## src/hdl/cpmd_defs.svh

```systemverilog
// Constants for the control pin mode decoder: widths and reset values.
`ifndef CPMD_DEFS_SVH
`define CPMD_DEFS_SVH

`define CPMD_MB_W 7
`define CPMD_SYNC_W 17
`define CPMD_MUTE_RST 1'h1
`define CPMD_CS_IDLE 1'h1
`define CPMD_CLK_IDLE 1'h0
`define CPMD_DATA_IDLE 1'h0
`define CPMD_SPEED_RST 1'h0
`define CPMD_FMT_RST 1'h0
`define CPMD_SOUND_RST 1'h1
`define CPMD_ADDR_RST 1'h0
`define CPMD_WORD_RST 7'h00

`endif

```

## src/hdl/cpmd_pkg.sv

```systemverilog
// Types shared by the control pin mode decoder files.
package cpmd_pkg;
	typedef enum logic {
		CPMD_REGISTER_CTRL,
		CPMD_PIN_CTRL
	} cpmd_mode_e;

	typedef enum logic [1:0] {
		CPMD_SER_NONE,
		CPMD_SER_3WIRE,
		CPMD_SER_I2C
	} cpmd_serial_e;
endpackage

```

## src/hdl/cpmd_sync.sv

```systemverilog
// Two-stage synchroniser for a group of asynchronous levels.
`timescale 1ns/10ps
`default_nettype none
module cpmd_sync #(
	parameter int WIDTH = 1
) (
	input wire logic clock,
	input wire logic rstN,
	input wire logic [WIDTH-1:0] d,
	output logic [WIDTH-1:0] q
);
	logic [WIDTH-1:0] stage1_reg;

	// The first stage feeds only the second stage.
	always_ff @(posedge clock or negedge rstN) begin
		if (!rstN) begin
			stage1_reg <= '0;
			q <= '0;
		end else begin
			stage1_reg <= d;
			q <= stage1_reg;
		end
	end
endmodule
`default_nettype wire

```

## src/hdl/cpmd_decoder.sv

```systemverilog
// Decoder for the dual-purpose control pins of a multi-bit stereo DAC.
`timescale 1ns/10ps
`default_nettype none
`include "cpmd_defs.svh"

module cpmd_decoder (
	input wire logic clock,
	input wire logic reset_n,
	input wire logic powerDownN,
	input wire logic controlStyleSelect,
	input wire logic speedSelect,
	input wire logic chipSelectFormat0Pin,
	input wire logic serialClockFormat1Pin,
	input wire logic serialDataPinIn,
	input wire logic muteNA,
	input wire logic soundAddr0Pin,
	input wire logic testAddr1Pin,
	input wire logic serialTypeSelect,
	input wire logic multibitBitClock,
	input wire logic [`CPMD_MB_W-1:0] multibitDataIn,
	input wire logic i2cSdaDriveLow,
	output cpmd_pkg::cpmd_mode_e controlMode,
	output cpmd_pkg::cpmd_serial_e serialPort,
	output logic oversample256Mode,
	output logic oversample128Mode,
	output logic formatSelect0,
	output logic formatSelect1,
	output logic soundCharacterSelect,
	output logic muteActive,
	output logic ctrlChipSelectN,
	output logic ctrlSerialClock,
	output logic ctrlSerialDataIn,
	output logic i2cScl,
	output logic i2cSdaIn,
	output logic serialDataPinOut,
	output logic serialDataPinOe,
	output logic chipAddrBit0,
	output logic chipAddrBit1,
	output logic testOutput,
	output logic [`CPMD_MB_W-1:0] multibitWord,
	output logic multibitStrobe
);
	import cpmd_pkg::*;

	logic coreRstN;
	logic [`CPMD_SYNC_W-1:0] pinsSync;
	logic styleS, speedS, sh0S, sh1S, sdaS, muteS, soundS, t18S, i2cSelS, bclkS;
	logic [`CPMD_MB_W-1:0] dataS;
	logic bclkPrev_reg;
	logic bclkRise;

	function automatic cpmd_serial_e serialKind(input logic pinMode,
			input logic i2cSel);
		if (pinMode) begin
			return CPMD_SER_NONE;
		end
		return i2cSel ? CPMD_SER_I2C : CPMD_SER_3WIRE;
	endfunction

	// Power-down clears at once and releases in step with the clock.
	cpmd_sync #(.WIDTH(1)) resetSync (
		.clock(clock),
		.rstN(reset_n & powerDownN),
		.d(1'h1),
		.q(coreRstN)
	);

	cpmd_sync #(.WIDTH(`CPMD_SYNC_W)) pinSync (
		.clock(clock),
		.rstN(coreRstN),
		.d({controlStyleSelect, speedSelect, chipSelectFormat0Pin,
			serialClockFormat1Pin, serialDataPinIn, muteNA, soundAddr0Pin,
			testAddr1Pin, serialTypeSelect, multibitBitClock, multibitDataIn}),
		.q(pinsSync)
	);

	assign {styleS, speedS, sh0S, sh1S, sdaS, muteS, soundS, t18S, i2cSelS,
		bclkS, dataS} = pinsSync;
	assign bclkRise = bclkS & ~bclkPrev_reg;

	always_ff @(posedge clock or negedge coreRstN) begin
		if (!coreRstN) begin
			controlMode <= CPMD_REGISTER_CTRL;
			serialPort <= CPMD_SER_NONE;
		end else begin
			controlMode <= styleS ? CPMD_PIN_CTRL : CPMD_REGISTER_CTRL;
			serialPort <= serialKind(styleS, i2cSelS);
		end
	end

	// Pin-control settings freeze while register control owns the pins; testOutput clears to 0 instead.
	always_ff @(posedge clock or negedge coreRstN) begin
		if (!coreRstN) begin
			oversample128Mode <= `CPMD_SPEED_RST;
			oversample256Mode <= ~`CPMD_SPEED_RST;
			formatSelect0 <= `CPMD_FMT_RST;
			formatSelect1 <= `CPMD_FMT_RST;
			soundCharacterSelect <= `CPMD_SOUND_RST;
			testOutput <= 1'h0;
		end else if (styleS) begin
			oversample128Mode <= speedS;
			oversample256Mode <= ~speedS;
			formatSelect0 <= sh0S;
			formatSelect1 <= sh1S;
			soundCharacterSelect <= soundS;
			// A low test input in pin control is a board fault worth flagging.
			testOutput <= ~t18S;
		end else begin
			testOutput <= 1'h0;
		end
	end

	// Address straps are only meaningful in register control.
	always_ff @(posedge clock or negedge coreRstN) begin
		if (!coreRstN) begin
			chipAddrBit0 <= `CPMD_ADDR_RST;
			chipAddrBit1 <= `CPMD_ADDR_RST;
		end else if (!styleS) begin
			chipAddrBit0 <= soundS;
			chipAddrBit1 <= t18S;
		end
	end

	always_ff @(posedge clock or negedge coreRstN) begin
		if (!coreRstN) begin
			muteActive <= `CPMD_MUTE_RST;
		end else begin
			muteActive <= ~muteS;
		end
	end

	// The serial engine sees idle levels unless its own port is selected.
	always_ff @(posedge clock or negedge coreRstN) begin
		if (!coreRstN) begin
			ctrlChipSelectN <= `CPMD_CS_IDLE;
			ctrlSerialClock <= `CPMD_CLK_IDLE;
			ctrlSerialDataIn <= `CPMD_DATA_IDLE;
			i2cScl <= 1'h1;
			i2cSdaIn <= 1'h1;
			serialDataPinOut <= 1'h0;
			serialDataPinOe <= 1'h0;
		end else begin
			ctrlChipSelectN <= `CPMD_CS_IDLE;
			ctrlSerialClock <= `CPMD_CLK_IDLE;
			ctrlSerialDataIn <= `CPMD_DATA_IDLE;
			i2cScl <= 1'h1;
			i2cSdaIn <= 1'h1;
			serialDataPinOut <= 1'h0;
			serialDataPinOe <= 1'h0;
			case (serialKind(styleS, i2cSelS))
				CPMD_SER_3WIRE: begin
					ctrlChipSelectN <= sh0S;
					ctrlSerialClock <= sh1S;
					ctrlSerialDataIn <= sdaS;
				end
				CPMD_SER_I2C: begin
					i2cScl <= sh1S;
					i2cSdaIn <= sdaS;
					// Open drain: only ever pull low.
					serialDataPinOe <= i2cSdaDriveLow;
				end
				CPMD_SER_NONE: begin
					ctrlChipSelectN <= `CPMD_CS_IDLE;
				end
				default: begin
					ctrlChipSelectN <= `CPMD_CS_IDLE;
				end
			endcase
		end
	end

	// The bit clock is oversampled, so it must stay well below half the
	// system clock rate for no edge to be lost.
	always_ff @(posedge clock or negedge coreRstN) begin
		if (!coreRstN) begin
			bclkPrev_reg <= 1'h0;
			multibitWord <= `CPMD_WORD_RST;
			multibitStrobe <= 1'h0;
		end else begin
			bclkPrev_reg <= bclkS;
			multibitStrobe <= bclkRise;
			if (bclkRise) begin
				multibitWord <= dataS;
			end
		end
	end
endmodule
`default_nettype wire

```

## config.mk

```make
export PLATFORM = sky130hd
export DESIGN_NAME = cpmd_decoder
export DESIGN_NICKNAME = d
export VERILOG_FILES = /design/src/hdl/cpmd_pkg.sv /design/src/hdl/cpmd_sync.sv /design/src/hdl/cpmd_decoder.sv
export VERILOG_INCLUDE_DIRS = /design/src /design/src/hdl
export SDC_FILE = /design/constraint.sdc
export NUM_CORES = 1
export LEC_CHECK = 0
export BUFFER_PORTS_ARGS = -buffer_cell sky130_fd_sc_hd__buf_2
export CAP_MARGIN = 20
export CORE_AREA = 2 2 84 86
export CTS_CLUSTER_DIAMETER = 40
export CTS_CLUSTER_SIZE = 10
export DETAILED_ROUTE_END_ITERATION = 8
export DIE_AREA = 0 0 86 88
export PLACE_DENSITY = 0.55
export SYNTH_ARGS = -nofsm -noshare
export SYNTH_HDL_FRONTEND = slang
export SYNTH_SLANG_ARGS = --single-unit
export TNS_END_PERCENT = 50
```

## constraint.sdc

```tcl
create_clock -name clock -period 2 [get_ports clock]
set_input_delay 0.1 -clock clock [delete_from_list [all_inputs] [get_ports clock]]
set_output_delay 0.1 -clock clock [all_outputs]
set_load 0.1 [all_outputs]
```

# Word-level counts from Yosys, hierarchy flattened
# Cells that the tools add are included.
# Widths: inputs -> output; s select.
classes:
  n_mux: 11
  eq_ne: 2
  n_bitwise: 6
ops:
  columns: ["cell", "n"]
  rows:
  - ["$mux 1", 8]
  - ["$mux 2", 3]
  - ["$not 1->1", 4]
  - ["$and 1x1->1", 2]
  - ["$eq 2x1->1 const B", 1]
  - ["$eq 2x2->1 const B", 1]
totals:
  word_cells: 43
  reg_bits: 63

# Depth between registers and ports, before layout
depth:
  word_depth: 4
  ltp_mapped: 3
  ltp_nobuf: 2

# By module
# A second synthesis with hierarchy kept.
unflattened:
  cells_unflattened: 95
  area_unflattened_um2: 1885.6
modules_own_cells:
  columns: ["mod", "seq_area_each_um2", "instances", "area_per_inst_um2", "cells_each"]
  rows:
  - ["cpmd_decoder", 683.2, 1, 984.7, 59]
  - ["cpmd_sync (pinSync)", 850.8, 1, 850.8, 34]
  - ["cpmd_sync (resetSync)", 50.0, 1, 50.0, 2]

# Least setup slack after synthesis
# OpenSTA, ideal clock, no wires.
synth_timing:
  kind: "register to register"
  startpoint: "register chipAddrBit0 (netlist name)"
  endpoint: "register chipAddrBit0"
  synth_period_minus_slack_ns: 1.260
  path_stages_with_launch: 2
  required_ns: 1.874
  setup_time_ns: 0.126
  path_buffers: 0
  slack_ns: 0.740
  arrival_ns: 1.134
  path_cell_list: "dfrtp_1 -> mux2_2"
synth_rtl:
  columns: ["element", "line", "rtl"]
  rows:
  - ["end signal: assignment", "cpmd_decoder.sv:116", "chipAddrBit0 <= `CPMD_ADDR_RST;"]
  - ["end signal: assignment", "cpmd_decoder.sv:119", "chipAddrBit0 <= soundS;"]
  - ["end: declaration", "cpmd_decoder.sv:37", "output logic chipAddrBit0,"]

# Final worst setup path
layout_timing:
  startpoint: "register oversample256Mode"
  endpoint: "output oversample256Mode"
layout_rtl:
  columns: ["element", "line", "rtl"]
  rows:
  - ["start: declaration", "cpmd_decoder.sv:24", "output logic oversample256Mode,"]
  - ["start signal: assignment", "cpmd_decoder.sv:95", "oversample256Mode <= ~`CPMD_SPEED_RST;"]
  - ["start signal: assignment", "cpmd_decoder.sv:102", "oversample256Mode <= ~speedS;"]
# No word-level cell between the ends.

==> metrics.md <==
| Metric | Value |
|---|---|
| Final Power | 3.223 mW |
| Layout cells sized above 1 | 48.00% |
| Syn_nets | 116 |
| Post-synth top flop | dfrtp_1 |
| Vias in the first global route | 1089 |
| Req. time, crit path | 1.90 ns |
| Routability cong. | 0.6764 |
| Layout fillers | 616 |
| Crit Path Category | reg -> out |
| RR Endpoint | serialDataPinOe |
| Worst path arrival time | 1.28 ns |
| Synthesized area | 1881 µm² |
| Reg area | 1585 µm² |
| Setup crit end kind | output pin |
| Cell taking the most area after synthesis | dfrtp_1 |
| I/O pin cnt | 48 |
| Fin crit period | 1.377 ns |
| Final Hold Fails | 0 |
| Part of the Yosys area used for sequential elements | 84.23% |
| Vias | 966 |
| First-pass GRT wire length | 4961 µm |
| Cts repair resizes | 0 |
| Fin nets | 191 |
| Setup slack after layout | 0.6232 ns |
| Post-Synthesis Cells | 95 |
| Clk slew on worst S/H paths | 0.06 ns |
| Area of the multi-input gates | 266.5 µm² |
| Slew Viols, Final | 0 |
| Clk sinks | 63 |
| Share of Yosys cell area claimed by the top area cell type | 75.85% |
| Starting Density | 28.31% |
| Routed vias/inst | 3.788 |
| Reg-to-Reg Start | pinSync.q[16] |
| Crit path buf inv count | 1 |
| Area of the die | 7568 µm² |
| Maxcap violations | 0 |
| Slowest stage delay, CP | 0.54 ns |
| Cell Pwr Density | 1220 nW/µm² |
| Top cells by count, synth | dfrtp_1, mux2_4, dfstp_2, mux2_2, and2_1 |
| Post-route ant nets | 0 |
| DRT iter0 DRCs | 24 |
| CP Cell Sequence | buf_2 |
| Die width | 86 µm |
| Hold Crit Class | in -> async |
| Final core occ | 39.77% |
| R2r worst-path depth | 2 |
| Reg-to-reg slack, setup | 0.86 ns |
| CTS max path bufs | 2 |
| Most common cell in the synthesized netlist | dfrtp_1 |
| Synth unique cells | 17 |
| Layout area overhead | 40.52% |
| Post-route setup TNS | 0 ns |
| Core Footprint | 6644 µm² |
| Drt wl/cell | 11.72 µm |
| Critical Path Slowest Stage Cell | dfstp_2 |
| Ant diodes | 0 |
| Rows | 30 |
| Peak supply drop | 0.4931 mV |
| Synth warnings | 0 |
| Max frequency | 726.3 MHz |
| CTS tree | yes |
| # DRC | 0 |
| DP Worst Slack | 0.8569 ns |
| CP startpoint kind | flop |
| Leakage power | 1.261 nW |
| Total Wirelength | 2989 µm |
| Finish-stage setup viols | 0 |
| Clk_lat worst skew | 0.32 ns |
| Placed cells | 219 |
| Status | finished, final reports clean |
| Design area | 2643 µm² |
| Root Buffer | clkbuf_8 |
| Synth async-reset ratio | 100.0% |
| WHS | 0.1908 ns |
| Total grt overflow | 0 |
| Kind of cell adding the most delay to the critical path | flip-flops |
| Clk_skew | 0.006385 ns |
| Post-synth EDFFs | 0 |
| Yosys reg bits | 63 |
| Syn_area_per_cell | 19.80 µm² |
| Placed inst area | 2206 µm² |
| Num CTS Buffers | 9 |
| H-Tree Depth | 3 |
| GRT Overall Usage | 8.850% |
| DR pass1 iterations | 3 |
| RSZ-0062 raised after global routing | false |
| Final Cycle Share | 68.84% |
| Post-route insts no fill | 255 |
| Largest net degree at the start of global routing | 46 |
| Initial antenna violation count | 0 |
| Die height | 88 µm |
| Dpl hpwl | 2058 µm |
| Top post-synthesis cells by area | dfrtp_1, dfstp_2, mux2_4, mux2_2, and2_1 |
| Max FO, Critical Path | 2 |
| Port Buffer Count | 46 |
## layout make-up
class	instances	share of cell area [%]
Tap cell	80	3.788
Clock buffer	10	4.830
Clock inverter	6	4.119
Multi-Input combinational cell	28	10.09
Sequential cell	63	59.99
Timing Repair Buffer	67	17.05
Inverter	1	0.1420
## kinds of logic after synthesis
kind of cell	synth area share, %
mux	9.181
flops	84.23
simple gates	4.325
other cells	0.3994
compound gates	0.2659
buf+inv	1.596
## how the worst max path moves through the flow
stage	from	to	cells after the start
after detailed placement	bclkPrev_reg	multibitWord[3]	2
after floorplan	resetSync.q	bclkPrev_reg	0
after global placement	pinSync.q[16]	serialDataPinOe	2
final	oversample256Mode	oversample256Mode	1
after CTS	oversample256Mode	oversample256Mode	1
after global routing	oversample256Mode	oversample256Mode	1
## per-layer routing
metal  share of wire, %  vias up  global-route usage (%)  wire length [µm]
met5                  0        -                       0                 0
met3                7.4        8                   4.618               221
li1                   -      447                       -                 -
met1                 44      477                   10.64              1307
met4                1.1        0                   4.762                32
met2                 48       34                   12.90              1427
## report_power, final
part / switching (mW) / internal, mW / leakage (nW)
Sequential: 0.0464 / 1.36 / 0.738
Combinational: 0.415 / 0.120 / 0.402
Clock: 0.453 / 0.826 / 0.120
Total: 0.914 / 2.31 / 1.26
## what timing repair did
item,4_1_cts,5_1_grt
endpoints found under the hold margin,20,0
hold buffers,20,0
setup buffers,0,0
## cell usage in the layout, fill, tap and decap left out, drive strengths merged
cell and n:
conb 2, buf 47, dlygate4sd3 20, mux2 13
dfrtp 57, bufinv 3, clkinv 3, and2b 1
clkbuf 10, nor2 2, dfstp 6, nor2b 2
nand2b 2, and2 4, inv 1, a21oi 1
or3 1
No activity file was read; power rests on OpenSTA's default activity.
